[config.mk]
export PLATFORM = sky130hd
export DESIGN_NAME = socm_cfg
export DESIGN_NICKNAME = d
export VERILOG_FILES = /design/src/design/socm_link_mem.v /design/src/design/socm_cfg.v
export VERILOG_INCLUDE_DIRS = /design/src /design/src/inc
export SDC_FILE = /design/constraint.sdc
export NUM_CORES = 1
export LEC_CHECK = 0
export BUFFER_PORTS_ARGS = -buffer_cell sky130_fd_sc_hd__buf_2
export CAP_MARGIN = 15
export CORE_MARGIN = 1
export CORE_UTILIZATION = 45
export CTS_CLUSTER_DIAMETER = 120
export CTS_CLUSTER_SIZE = 20
export DETAILED_ROUTE_END_ITERATION = 8
export GPL_TIMING_DRIVEN = 0
export SLEW_MARGIN = 25
export SYNTH_ARGS = -nofsm -noshare
export SYNTH_HDL_FRONTEND = slang
export SYNTH_SLANG_ARGS = --single-unit
[constraint.sdc]
create_clock -name ref_clk_in -period 5.5 [get_ports ref_clk_in]
set_clock_uncertainty 0.2 [all_clocks]
set_input_delay 0.275 -clock ref_clk_in [delete_from_list [all_inputs] [get_ports ref_clk_in]]
set_output_delay 0.275 -clock ref_clk_in [all_outputs]
set_load 0.005 [all_outputs]
[src/inc/socm_consts.vh]
// Summary of operation
// RL1 - Address in subindex 2 selects the register shown in subindex 1.
// RL2 - 2-byte objects link one address, 4-byte two; count at subindex 0.
// RL3 - Address subindex writable only in Pre-Operational with drive stopped.
// RL4 - Content change accepted only in Pre-Operational with no run active.
// RL5 - Start refused during selection; emergency 6301 sent instead.
// RL6 - Requests or run commands during selection get emergency 6301.
// RL7 - Node reset with changed mapping and run active stops the drive first.
// RL8 - Object 2080 accepts any pair when both addresses are below 0100.
// RL9 - Object 2080 at 0100 or above needs second = first + 1; FFFF allowed.
// RL10 - Object 21F0 accepts non-consecutive address pairs.
// RL11 - One drive register may be linked to only one object at a time.
// RL12 - Addresses 0001, 0002, 0004, 0005 and 0014 are rejected with an error.
// RL13 - Master puts first address in upper 16 bits, second in lower 16 bits.
// RL14 - 15 receive, 16 transmit process-data objects with config and mapping.
// RL15 - Default identifiers 200/300 and 180/280 plus node; others unassigned.
// RL16 - Config and mapping answered at listed indexes with default mappings.
// RL17 - A rejected selection write leaves the previous linkage unchanged.
// RL18 - Address FFFF disables the object; its data reads as zero.
// RL19 - Master clears count, writes entries, then sets count to remap; writes to mapping objects are refused with 0001 here.
`ifndef SOCM_CONSTS_VH
`define SOCM_CONSTS_VH

// Selectable objects and their link slots
`define SOCM_OBJ_IN4 16'h2080
`define SOCM_OBJ_OUT4 16'h21F0
`define SOCM_OBJ_IN2A 16'h2090
`define SOCM_OBJ_IN2B 16'h20A0
`define SOCM_OBJ_OUT2A 16'h21A0
`define SOCM_OBJ_OUT2B 16'h21B0
`define SOCM_OBJ_OUT2C 16'h21C0
`define SOCM_OBJ_OUT2D 16'h21D0
`define SOCM_SLOTS 4'h8
`define SOCM_SUB_COUNT 8'h00
`define SOCM_SUB_DATA 8'h01
`define SOCM_SUB_ADDR 8'h02
`define SOCM_SEL_ENTRIES 32'h0000_0002

// Address limits
`define SOCM_ADDR_NONE 16'hFFFF
`define SOCM_PAIR_NONE 32'hFFFF_FFFF
`define SOCM_ADDR_HIGH 16'h0100
`define SOCM_BAN_A 16'h0001
`define SOCM_BAN_B 16'h0002
`define SOCM_BAN_C 16'h0004
`define SOCM_BAN_D 16'h0005
`define SOCM_BAN_E 16'h0014

// Answer codes
`define SOCM_EMCY_SEL 16'h6301
`define SOCM_ERR_NONE 16'h0000
`define SOCM_ERR_RO 16'h0001
`define SOCM_ERR_BAN 16'h0002
`define SOCM_ERR_PAIR 16'h0003
`define SOCM_ERR_USED 16'h0004
`define SOCM_ERR_NOOBJ 16'h0005

// Process-data objects
`define SOCM_RX_CFG 8'h14
`define SOCM_RX_MAP 8'h16
`define SOCM_TX_CFG 8'h18
`define SOCM_TX_MAP 8'h1A
`define SOCM_RX_CFG_TOP 32'h0000_0002
`define SOCM_TX_CFG_TOP 32'h0000_0005
`define SOCM_COB_RX1 32'h0000_0200
`define SOCM_COB_RX2 32'h0000_0300
`define SOCM_COB_TX1 32'h0000_0180
`define SOCM_COB_TX2 32'h0000_0280
`define SOCM_COB_UNUSED 32'h8000_0000
`define SOCM_MAP_LEN 8'h10

// Network states and commands
`define SOCM_NMT_PREOP 2'h0
`define SOCM_NMT_OPER 2'h1
`define SOCM_NMT_STOPPED 2'h2
`define SOCM_CMD_START 2'h0
`define SOCM_CMD_STOP 2'h1
`define SOCM_CMD_PREOP 2'h2
`define SOCM_CMD_RESET 2'h3

`endif

[src/design/socm_link_mem.v]
`timescale 1ns/1ps
`default_nettype none
`include "socm_consts.vh"

module socm_link_mem (
    input wire ref_clk_in,
    input wire sys_rst_in,
    input wire wr_en_in,
    input wire [2:0] wr_slot_in,
    input wire [31:0] wr_data_in,
    input wire [2:0] rd_slot_in,
    output wire [31:0] rd_data_out
);

reg [31:0] link_r [0:7];
reg [31:0] rd_data_r;
integer i;

assign rd_data_out = rd_data_r;

// Every slot starts disabled
always @(posedge ref_clk_in) begin
    if (sys_rst_in) begin
        for (i = 0; i < 8; i = i + 1) begin
            link_r[i] <= `SOCM_PAIR_NONE;
        end
        rd_data_r <= `SOCM_PAIR_NONE;
    end else begin
        if (wr_en_in) begin
            link_r[wr_slot_in] <= wr_data_in;
        end
        rd_data_r <= link_r[rd_slot_in];
    end
end

endmodule
`default_nettype wire

[src/design/socm_cfg.v]
`timescale 1ns/1ps
`default_nettype none
`include "socm_consts.vh"

module socm_cfg (
    input wire ref_clk_in,
    input wire sys_rst_in,
    input wire [6:0] node_id_in,
    input wire req_valid_in,
    input wire req_write_in,
    input wire [15:0] req_index_in,
    input wire [7:0] req_sub_in,
    input wire [31:0] req_wdata_in,
    output wire req_ready_out,
    output wire rsp_valid_out,
    output wire rsp_err_out,
    output wire [15:0] rsp_code_out,
    output wire [31:0] rsp_rdata_out,
    input wire nmt_valid_in,
    input wire [1:0] nmt_cmd_in,
    output wire [1:0] nmt_state_out,
    input wire run_cmd_in,
    output wire run_cmd_out,
    input wire drive_running_in,
    output wire drive_rd_out,
    output wire [15:0] drive_addr_out,
    input wire drive_ack_in,
    input wire [15:0] drive_data_in,
    output wire drive_stop_out,
    output wire node_reset_out,
    output wire emcy_valid_out,
    output wire [15:0] emcy_code_out,
    output wire sel_busy_out
);

localparam ST_IDLE = 3'd0;
localparam ST_MEM = 3'd1;
localparam ST_SCAN = 3'd2;
localparam ST_DRV1 = 3'd3;
localparam ST_DRV2 = 3'd4;

////////////////////////////////////////////////////////////////////////////////
// Functions

// Slot of a selectable object: {valid, slot}; slots 0 and 1 are 4-byte
function [3:0] socm_slot;
    input [15:0] idx;
    begin
        if (idx == `SOCM_OBJ_IN4) socm_slot = 4'h8;
        else if (idx == `SOCM_OBJ_OUT4) socm_slot = 4'h9;
        else if (idx == `SOCM_OBJ_IN2A) socm_slot = 4'hA;
        else if (idx == `SOCM_OBJ_IN2B) socm_slot = 4'hB;
        else if (idx == `SOCM_OBJ_OUT2A) socm_slot = 4'hC;
        else if (idx == `SOCM_OBJ_OUT2B) socm_slot = 4'hD;
        else if (idx == `SOCM_OBJ_OUT2C) socm_slot = 4'hE;
        else if (idx == `SOCM_OBJ_OUT2D) socm_slot = 4'hF;
        else socm_slot = 4'h0;
    end
endfunction

function socm_banned;
    input [15:0] a;
    begin
        socm_banned = (a == `SOCM_BAN_A) || (a == `SOCM_BAN_B) ||
            (a == `SOCM_BAN_C) || (a == `SOCM_BAN_D) || (a == `SOCM_BAN_E);
    end
endfunction

// Pairing limit of the 4-byte input object
function socm_pair_ok;
    input [31:0] p;
    begin
        if (p[31:16] == `SOCM_ADDR_NONE || p[15:0] == `SOCM_ADDR_NONE)
            socm_pair_ok = 1'b1; // RL9
        else if (p[31:16] < `SOCM_ADDR_HIGH && p[15:0] < `SOCM_ADDR_HIGH)
            socm_pair_ok = 1'b1; // RL8
        else
            socm_pair_ok = (p[15:0] == p[31:16] + 16'h0001); // RL9
    end
endfunction

// True when a live address of the new pair is already in another pair
function socm_overlap;
    input [31:0] n;
    input [31:0] o;
    begin
        socm_overlap = (n[31:16] != `SOCM_ADDR_NONE &&
            (n[31:16] == o[31:16] || n[31:16] == o[15:0])) ||
            (n[15:0] != `SOCM_ADDR_NONE &&
            (n[15:0] == o[31:16] || n[15:0] == o[15:0]));
    end
endfunction

// Default mapping: {valid, count, object 1, object 2}
function [50:0] socm_pdo_map;
    input tx;
    input [7:0] off;
    begin
        case ({tx, off})
        9'h000: socm_pdo_map = {3'b101, 24'h6040_00, 24'h0};
        9'h001: socm_pdo_map = {3'b110, 24'h6040_00, 24'h6060_00};
        9'h005: socm_pdo_map = {3'b110, 24'h6040_00, 24'h6042_00};
        9'h006: socm_pdo_map = {3'b110, 24'h6040_00, 24'h60FE_01};
        9'h007: socm_pdo_map = {3'b110, 24'h6040_00, 24'h6060_00};
        9'h014: socm_pdo_map = {3'b110, 24'h6048_01, 24'h6048_02};
        9'h015: socm_pdo_map = {3'b110, 24'h6049_01, 24'h6049_02};
        9'h016: socm_pdo_map = {3'b110, 24'h604A_01, 24'h604A_02};
        9'h017: socm_pdo_map = {3'b110, 24'h604C_01, 24'h604C_02};
        9'h023: socm_pdo_map = {3'b101, 24'h2000_00, 24'h0};
        9'h024: socm_pdo_map = {3'b101, 24'h2010_00, 24'h0};
        9'h025: socm_pdo_map = {3'b101, 24'h2020_00, 24'h0};
        9'h026: socm_pdo_map = {3'b101, 24'h2030_00, 24'h0};
        9'h027: socm_pdo_map = {3'b101, 24'h2040_01, 24'h0};
        9'h028: socm_pdo_map = {3'b101, 24'h2050_01, 24'h0};
        9'h100: socm_pdo_map = {3'b101, 24'h6041_00, 24'h0};
        9'h101: socm_pdo_map = {3'b110, 24'h6041_00, 24'h6061_00};
        9'h105: socm_pdo_map = {3'b110, 24'h6041_00, 24'h6044_00};
        9'h106: socm_pdo_map = {3'b110, 24'h6041_00, 24'h60FD_00};
        9'h114: socm_pdo_map = {3'b101, 24'h6042_00, 24'h0};
        9'h115: socm_pdo_map = {3'b101, 24'h6043_00, 24'h0};
        9'h116: socm_pdo_map = {3'b110, 24'h6048_01, 24'h6048_02};
        9'h117: socm_pdo_map = {3'b110, 24'h6049_01, 24'h6049_02};
        9'h118: socm_pdo_map = {3'b110, 24'h604A_01, 24'h604A_02};
        9'h119: socm_pdo_map = {3'b110, 24'h604C_01, 24'h604C_02};
        9'h123: socm_pdo_map = {3'b101, 24'h2100_00, 24'h0};
        9'h124: socm_pdo_map = {3'b101, 24'h2110_00, 24'h0};
        9'h125: socm_pdo_map = {3'b101, 24'h2120_00, 24'h0};
        9'h126: socm_pdo_map = {3'b101, 24'h2130_00, 24'h0};
        9'h127: socm_pdo_map = {3'b101, 24'h2140_01, 24'h0};
        9'h128: socm_pdo_map = {3'b101, 24'h2150_01, 24'h0};
        default: socm_pdo_map = 51'h0;
        endcase
    end
endfunction

////////////////////////////////////////////////////////////////////////////////
// State

reg [2:0] st_r;
reg [2:0] slot_r;
reg [7:0] sub_r;
reg [31:0] pair_r;
reg [3:0] cnt_r;
reg clash_r;
reg [15:0] val_hi_r;
reg [15:0] drv_addr_r;
reg rsp_valid_r;
reg rsp_err_r;
reg [15:0] rsp_code_r;
reg [31:0] rsp_rdata_r;
reg emcy_r;
reg [1:0] nmt_r;
reg run_r;
reg stop_r;
reg nrst_r;
reg rst_pend_r;
reg changed_r;

wire [31:0] mem_rdata;
wire selecting = (st_r == ST_SCAN);
wire [3:0] req_slot = socm_slot(req_index_in);
wire req_4b = (req_slot[2:0] < 3'd2);
wire [31:0] req_pair = req_4b ? req_wdata_in :
    {`SOCM_ADDR_NONE, req_wdata_in[15:0]};
wire req_tx = (req_index_in[15:8] == `SOCM_TX_CFG) ||
    (req_index_in[15:8] == `SOCM_TX_MAP);
wire req_cfg = (req_index_in[15:8] == `SOCM_RX_CFG) ||
    (req_index_in[15:8] == `SOCM_TX_CFG);
wire req_pdo = req_cfg || (req_index_in[15:8] == `SOCM_RX_MAP) ||
    (req_index_in[15:8] == `SOCM_TX_MAP);
wire [50:0] pdo = socm_pdo_map(req_tx, req_index_in[7:0]); // RL14 RL16
wire [31:0] node_w = {25'h0, node_id_in};
wire [3:0] prev_cnt = cnt_r - 4'h1;
wire hit = (cnt_r != 4'h0) && (prev_cnt[2:0] != slot_r) &&
    socm_overlap(pair_r, mem_rdata); // RL11
wire may_change = (nmt_r == `SOCM_NMT_PREOP) && !drive_running_in; // RL3 RL4
wire drv_hi_live = (drv_addr_r != `SOCM_ADDR_NONE);
wire commit = selecting && (cnt_r == `SOCM_SLOTS) && !clash_r && !hit;
wire [2:0] rd_slot = selecting ? cnt_r[2:0] : req_slot[2:0];
reg [31:0] pdo_data;
reg pdo_ok;

assign req_ready_out = (st_r == ST_IDLE) || selecting;
assign rsp_valid_out = rsp_valid_r;
assign rsp_err_out = rsp_err_r;
assign rsp_code_out = rsp_code_r;
assign rsp_rdata_out = rsp_rdata_r;
assign nmt_state_out = nmt_r;
assign run_cmd_out = run_r;
assign drive_rd_out = ((st_r == ST_DRV1) || (st_r == ST_DRV2)) && drv_hi_live;
assign drive_addr_out = drv_addr_r;
assign drive_stop_out = stop_r;
assign node_reset_out = nrst_r;
assign emcy_valid_out = emcy_r;
assign emcy_code_out = `SOCM_EMCY_SEL;
assign sel_busy_out = selecting;

socm_link_mem u_link (
    .ref_clk_in(ref_clk_in),
    .sys_rst_in(sys_rst_in),
    .wr_en_in(commit), // RL17
    .wr_slot_in(slot_r),
    .wr_data_in(pair_r),
    .rd_slot_in(rd_slot),
    .rd_data_out(mem_rdata)
);

////////////////////////////////////////////////////////////////////////////////
// Process-data object answers

always @* begin
    pdo_ok = pdo[50];
    pdo_data = 32'h0000_0000;
    if (req_cfg) begin // RL15
        if (req_sub_in == `SOCM_SUB_COUNT) begin
            pdo_data = req_tx ? `SOCM_TX_CFG_TOP : `SOCM_RX_CFG_TOP;
        end else if (req_index_in[7:0] == 8'h00) begin
            pdo_data = (req_tx ? `SOCM_COB_TX1 : `SOCM_COB_RX1) + node_w;
        end else if (req_index_in[7:0] == 8'h01) begin
            pdo_data = (req_tx ? `SOCM_COB_TX2 : `SOCM_COB_RX2) + node_w;
        end else begin
            pdo_data = `SOCM_COB_UNUSED; // RL15
        end
    end else if (req_sub_in == 8'h00) begin
        pdo_data = {30'h0, pdo[49:48]};
    end else if (req_sub_in == 8'h01) begin
        pdo_data = {pdo[47:24], `SOCM_MAP_LEN}; // RL16
    end else if (req_sub_in == 8'h02 && pdo[49:48] == 2'd2) begin
        pdo_data = {pdo[23:0], `SOCM_MAP_LEN}; // RL16
    end else begin
        pdo_ok = 1'b0;
    end
end

////////////////////////////////////////////////////////////////////////////////
// Request sequencer

always @(posedge ref_clk_in) begin
    if (sys_rst_in) begin
        st_r <= ST_IDLE;
        slot_r <= 3'h0;
        sub_r <= 8'h00;
        pair_r <= `SOCM_PAIR_NONE;
        cnt_r <= 4'h0;
        clash_r <= 1'b0;
        val_hi_r <= 16'h0000;
        drv_addr_r <= `SOCM_ADDR_NONE;
        rsp_valid_r <= 1'b0;
        rsp_err_r <= 1'b0;
        rsp_code_r <= `SOCM_ERR_NONE;
        rsp_rdata_r <= 32'h0000_0000;
        changed_r <= 1'b0;
    end else begin
        rsp_valid_r <= 1'b0;
        case (st_r)
        ST_IDLE: begin
            slot_r <= req_slot[2:0];
            sub_r <= req_sub_in;
            pair_r <= req_pair;
            rsp_err_r <= 1'b0;
            rsp_code_r <= `SOCM_ERR_NONE;
            rsp_rdata_r <= 32'h0000_0000;
            if (req_valid_in && req_slot[3]) begin
                if (!req_write_in && req_sub_in == `SOCM_SUB_COUNT) begin
                    rsp_valid_r <= 1'b1;
                    rsp_rdata_r <= `SOCM_SEL_ENTRIES; // RL2
                end else if (!req_write_in && (req_sub_in == `SOCM_SUB_DATA ||
                        req_sub_in == `SOCM_SUB_ADDR)) begin
                    st_r <= ST_MEM;
                end else if (req_write_in && req_sub_in == `SOCM_SUB_ADDR) begin
                    rsp_err_r <= 1'b1;
                    if (!may_change) begin
                        rsp_valid_r <= 1'b1;
                        rsp_code_r <= `SOCM_ERR_RO; // RL3 RL4
                    end else if (socm_banned(req_pair[31:16]) ||
                            socm_banned(req_pair[15:0])) begin
                        rsp_valid_r <= 1'b1;
                        rsp_code_r <= `SOCM_ERR_BAN; // RL12
                    end else if (req_slot[2:0] == 3'd0 && // RL10
                            !socm_pair_ok(req_pair)) begin
                        rsp_valid_r <= 1'b1;
                        rsp_code_r <= `SOCM_ERR_PAIR; // RL9
                    end else begin
                        rsp_err_r <= 1'b0;
                        cnt_r <= 4'h0;
                        clash_r <= 1'b0;
                        st_r <= ST_SCAN;
                    end
                end else begin
                    rsp_valid_r <= 1'b1;
                    rsp_err_r <= 1'b1;
                    rsp_code_r <= `SOCM_ERR_RO;
                end
            end else if (req_valid_in) begin
                rsp_valid_r <= 1'b1;
                rsp_err_r <= !(req_pdo && pdo_ok && !req_write_in);
                rsp_code_r <= !req_pdo || !pdo_ok ? `SOCM_ERR_NOOBJ :
                    req_write_in ? `SOCM_ERR_RO : `SOCM_ERR_NONE;
                rsp_rdata_r <= req_write_in ? 32'h0000_0000 : pdo_data;
            end
        end
        ST_MEM: begin
            val_hi_r <= 16'h0000;
            if (sub_r == `SOCM_SUB_ADDR) begin
                rsp_valid_r <= 1'b1;
                rsp_rdata_r <= slot_r < 3'd2 ? mem_rdata :
                    {16'h0000, mem_rdata[15:0]};
                st_r <= ST_IDLE;
            end else begin
                pair_r <= mem_rdata;
                drv_addr_r <= slot_r < 3'd2 ? mem_rdata[31:16] :
                    mem_rdata[15:0]; // RL1
                st_r <= slot_r < 3'd2 ? ST_DRV1 : ST_DRV2;
            end
        end
        ST_SCAN: begin
            cnt_r <= cnt_r + 4'h1;
            clash_r <= clash_r | hit;
            if (cnt_r == `SOCM_SLOTS) begin
                rsp_valid_r <= 1'b1;
                rsp_err_r <= clash_r | hit;
                rsp_code_r <= clash_r | hit ? `SOCM_ERR_USED : `SOCM_ERR_NONE;
                changed_r <= changed_r | !(clash_r | hit);
                st_r <= ST_IDLE;
            end
        end
        ST_DRV1: begin
            if (!drv_hi_live || drive_ack_in) begin
                val_hi_r <= drv_hi_live ? drive_data_in : 16'h0000; // RL18
                drv_addr_r <= pair_r[15:0];
                st_r <= ST_DRV2;
            end
        end
        ST_DRV2: begin
            if (!drv_hi_live || drive_ack_in) begin
                rsp_valid_r <= 1'b1;
                rsp_rdata_r <= {val_hi_r,
                    drv_hi_live ? drive_data_in : 16'h0000}; // RL1 RL18
                st_r <= ST_IDLE;
            end
        end
        default: st_r <= ST_IDLE;
        endcase
    end
end

////////////////////////////////////////////////////////////////////////////////
// Network state, run forwarding and emergencies

always @(posedge ref_clk_in) begin
    if (sys_rst_in) begin
        nmt_r <= `SOCM_NMT_PREOP;
        run_r <= 1'b0;
        stop_r <= 1'b0;
        nrst_r <= 1'b0;
        rst_pend_r <= 1'b0;
        emcy_r <= 1'b0;
    end else begin
        emcy_r <= selecting && ((nmt_valid_in &&
            nmt_cmd_in == `SOCM_CMD_START) || run_cmd_in ||
            req_valid_in); // RL5 RL6
        run_r <= run_cmd_in && !selecting; // RL6
        stop_r <= 1'b0;
        nrst_r <= rst_pend_r; // RL7
        rst_pend_r <= 1'b0;
        if (rst_pend_r) begin
            nmt_r <= `SOCM_NMT_PREOP;
        end else if (nmt_valid_in) begin
            case (nmt_cmd_in)
            `SOCM_CMD_START: begin
                if (!selecting) nmt_r <= `SOCM_NMT_OPER; // RL5
            end
            `SOCM_CMD_STOP: nmt_r <= `SOCM_NMT_STOPPED;
            `SOCM_CMD_PREOP: nmt_r <= `SOCM_NMT_PREOP;
            default: begin
                if (changed_r && drive_running_in) begin
                    stop_r <= 1'b1; // RL7
                    rst_pend_r <= 1'b1;
                end else begin
                    nrst_r <= 1'b1;
                    nmt_r <= `SOCM_NMT_PREOP;
                end
            end
            endcase
        end
    end
end

endmodule
`default_nettype wire

==> summary.md <==
| Metric | Value |
|---|---|
| Final period util | 97.0% |
| RR Startpoint | pair_r[25] |
| Drt first pass iters | 7 |
| PostCTS Resize Cnt | 0 |
| Largest net degree at the start of global routing | 22 |
| Required @ worst endpoint | 5.59 ns |
| Worst-path clk slew | approximately 0.08 ns |
| Internal Power | 4.29 mW |
| Final setup vio count | 0 |
| Sw Pwr | 1.39 mW |
| RSZ-0062 raised after global routing | false |
| Routed len/inst | 25.4 microns |
| Area Overhead vs Synth | 13.7% |
| All-Layer GR Usage | 32.1% |
| CP dominant cell by count | clkbuf_1 |
| CTS sink cnt | 415 |
| Final-report hold violation count | 0 |
| Most frequent cells in the layout | nand2_1, or3_1, edfxtp_1 |
| Final Power | 5.67 mW |
| Initial antenna violation count | 4 |
| Slowest stage delay, CP | ~0.74 ns |
| Drc violations | 0 |
| Post-synth EDFFs | 256 |
| Clock insertion delay at the later pin of the skew report | roughly 0.58 ns |
| Root Buffer | clkbuf_16 |
| Final net count | 2648 |
| Max VDD drop | 0.208 mV |
| Critical path peak fanout | 17 |
| Final Wtd Congestion | 0.966 |
| Reg power frac | 58.6% |
| Largest delay share family, worst path | buffers and inverters |
| Via/cell ratio | 6.20 |
| Most used DFF post-synth | edfxtp_1 |
| Outcome | completed |
| H-Tree Depth | 1 |
| Syn. warnings | 0 |
| 1st-iter DRT viols | 2505 |
| R2r setup slk | 0.16 ns |
| Register area share after synthesis | 50.3% |
| Yosys cell types | 78 |
| Slowest-stage cell, CP | o21ai_4 |
| Die area | 48900 sq um |
| Hold depth | 4 |
| Hold Path Origin | req_index_in[7] |
| Critical path class | flop to flop |
| Io pins | 180 |
| Fmax | 0.187 GHz |
| Fin worst setup slack | 0.162 ns |
| Die width | 221 microns |
| Clock buffer count from CTS | 24 |
| First-pass GRT wire length | 119000 microns |
| CTS max path bufs | 3 |
| Initial core utilization | between 40 and 50% |
| Crit path cell chain | clkbuf_1, nand4_1, nor4_1, a21oi_1, o221ai_1, nand4_1, clkbuf_1, clkbuf_1, o21ai_4, buf_16 |
| Max_slew headroom | about 25% |
| Sw Ratio | 24.4% |
| Hold endpoint | rsp_rdata_out[17] |
| Pwr/cell area | 231 nW/um^2 |
| Mapped Cells | 2310 |
| Setup tns final | 0 ns |
| Total wire length | 80500 microns |
| ANT nets after route | 0 |
| CP Buf/Inv Count | 4 |
| Buffers on Ports | 136 |
| R2R depth | 10 |
| Commonest non-fill, non-tap cell in the layout | nand2_1 |
| Via Count | 19700 |
| DP Worst Slack | about 0.044 ns |
| Die height | 221 microns |
| Fill cells | 4406 |
| # rows | 79 |
| Slew Limit Fails | 0 |
| Leakage power | 7.71 nW |
| Min Tclk post-route | 5.34 ns |
| Vias in the first global route | about 18000 |
| HP Class | primary input to flop |
| Mean Syn Cell Area | approximately 9.4 sq um |
| DP Wirelength | 59800 microns |
| Crit Reg-Reg Endpoint | u_link.link_r[7][13] |
| Synthesized flop and latch total | 415 |
| Worst Path Arrival | 5.43 ns |
| Fraction of layout cells with a size suffix above 1 | 9.29% |
| Worst Setup Start Kind | flop |
| CTS tree | done |
| Max Cap Viol | 0 |
| Core box area | 47000 sq um |
| Fraction of registers with async set/reset | 0% |
| Combinational Power Share | around 8.0% |
| Worst Setup End Kind | flop |
| Power share of the clock group | 33.4% |
| GRT overflow | 0 |
| Slew @ Worst Pin | 1.13 ns |
| Synth Cell Area | 21600 sq um |
cells in the mapped netlist (all sizes together) (12+ instances only):
master,number,area share [%]
nand4,32,0.93
and2,71,2.1
buf,50,1.5
a211oi,86,3.0
dfxtp,159,15
clkbuf,210,3.6
a22oi,33,1.1
inv,24,0.42
xnor2,12,0.49
nand3,42,1.0
a31oi,46,1.4
and3,12,0.35
edfxtp,256,36
or3,262,7.6
a311oi,48,1.9
o211ai,22,0.79
nor2,104,1.8
a21oi,115,2.7
o21ai,62,1.4
nand2,359,6.3
nor3,36,0.86
xor2,72,2.9
nor4,41,1.3
tightest hold or removal path, delay by kind of cell:
kind	cells	cell delay, ns
and+or+nand+nor	2	0.24
buffers and inverters	1	0.14
AOI/OAI and AO/OA	1	0.08
stage by stage:
step	area [sq um]	utilization [%]	hold WS, ns	cells
3_5_place_dp	23500	50.0	0.247	3088
5_1_grt	24600	52.4	0.0462	3171
4_1_cts	24600	52.3	0.00990	3170
3_3_place_gp	23200	49.3	0.238	3080
6_report	24600	52.4	0.0195	3174
2_1_floorplan	21700	-	0.194	2337
flip-flops by register name, summed over array words and instances, names as in the netlist, 4 cells and up:
name and count:
u_link.rd_data_out 32, rsp_rdata_out 32, cnt_r 4, drive_addr_out 16, u_link.link_r 256, val_hi_r 16, pair_r 32, sub_r 8
cell families (layout without fill, tap and decap cells):
| kind of cell | Yosys count | in the layout | synth area share [%] |
|---|---|---|---|
| xor+xnor | 86 | 86 | 3.61 |
| compound gates | 506 | 506 | 16.0 |
| buf+inv | 285 | 511 | 5.56 |
| fa+ha+maj | 10 | 10 | 0.579 |
| simple gates | 1000 | 1000 | 23.6 |
| other cells | 2 | 33 | 0.0347 |
| mux | 6 | 6 | 0.295 |
| flops | 415 | 415 | 50.3 |
cell type report:
| cell class | instances | area, sq um | share of cell area (%) |
|---|---|---|---|
| Buffer | 260 | 1110 | 4.51 |
| Sequential cell | 415 | 10900 | 44.2 |
| Tap cell | 607 | 759 | 3.09 |
| Clock buffer | 38 | 653 | 2.66 |
| Clock inverter | 2 | 22.5 | 0.0916 |
| Multi-Input combinational cell | 1637 | 9750 | 39.7 |
| Antenna cell | 4 | 10.0 | 0.0407 |
| Timing Repair Buffer | 186 | 1320 | 5.37 |
| Inverter | 25 | 93.8 | 0.382 |
metal layers:
metal	wire [microns]	up-vias	part of all wire (%)	global-route usage [%]
met5	8	-	0.0099	0
met2	35400	1080	44	48.6
met3	8180	138	10	5.76
met1	35000	9548	43	46.9
met4	1960	2	2.4	8.66
li1	-	8923	-	-
timing repair:
action,in CTS,in global routing
hold endpoints to repair,56,0
hold buffers,42,0
setup buffers,0,0
worst max-delay path by stage:
stage	startpoint	to	slack, ns	cells after the start
2_1_floorplan	cnt_r[0]	u_link.link_r[0][0]	0.50	10
3_3_place_gp	pair_r[25]	u_link.link_r[5][18]	-2.78	9
3_5_place_dp	req_index_in[9]	rsp_valid_out	0.04	19
4_1_cts	pair_r[25]	u_link.link_r[7][30]	0.35	10
5_1_grt	pair_r[25]	u_link.link_r[7][13]	0.02	10
6_report	pair_r[25]	u_link.link_r[7][13]	0.16	10
power by group through the flow:
stage               Sequential [mW]  Clock, mW  Combinational [mW]
floorplan                      3.40          0               0.228
global placement               3.41          0               0.390
detailed placement             3.40          0               0.418
CTS                            3.33       1.89               0.441
global route                   3.33       2.00               0.482
finish                         3.33       1.89               0.453
No activity file was read; power rests on OpenSTA's default activity.
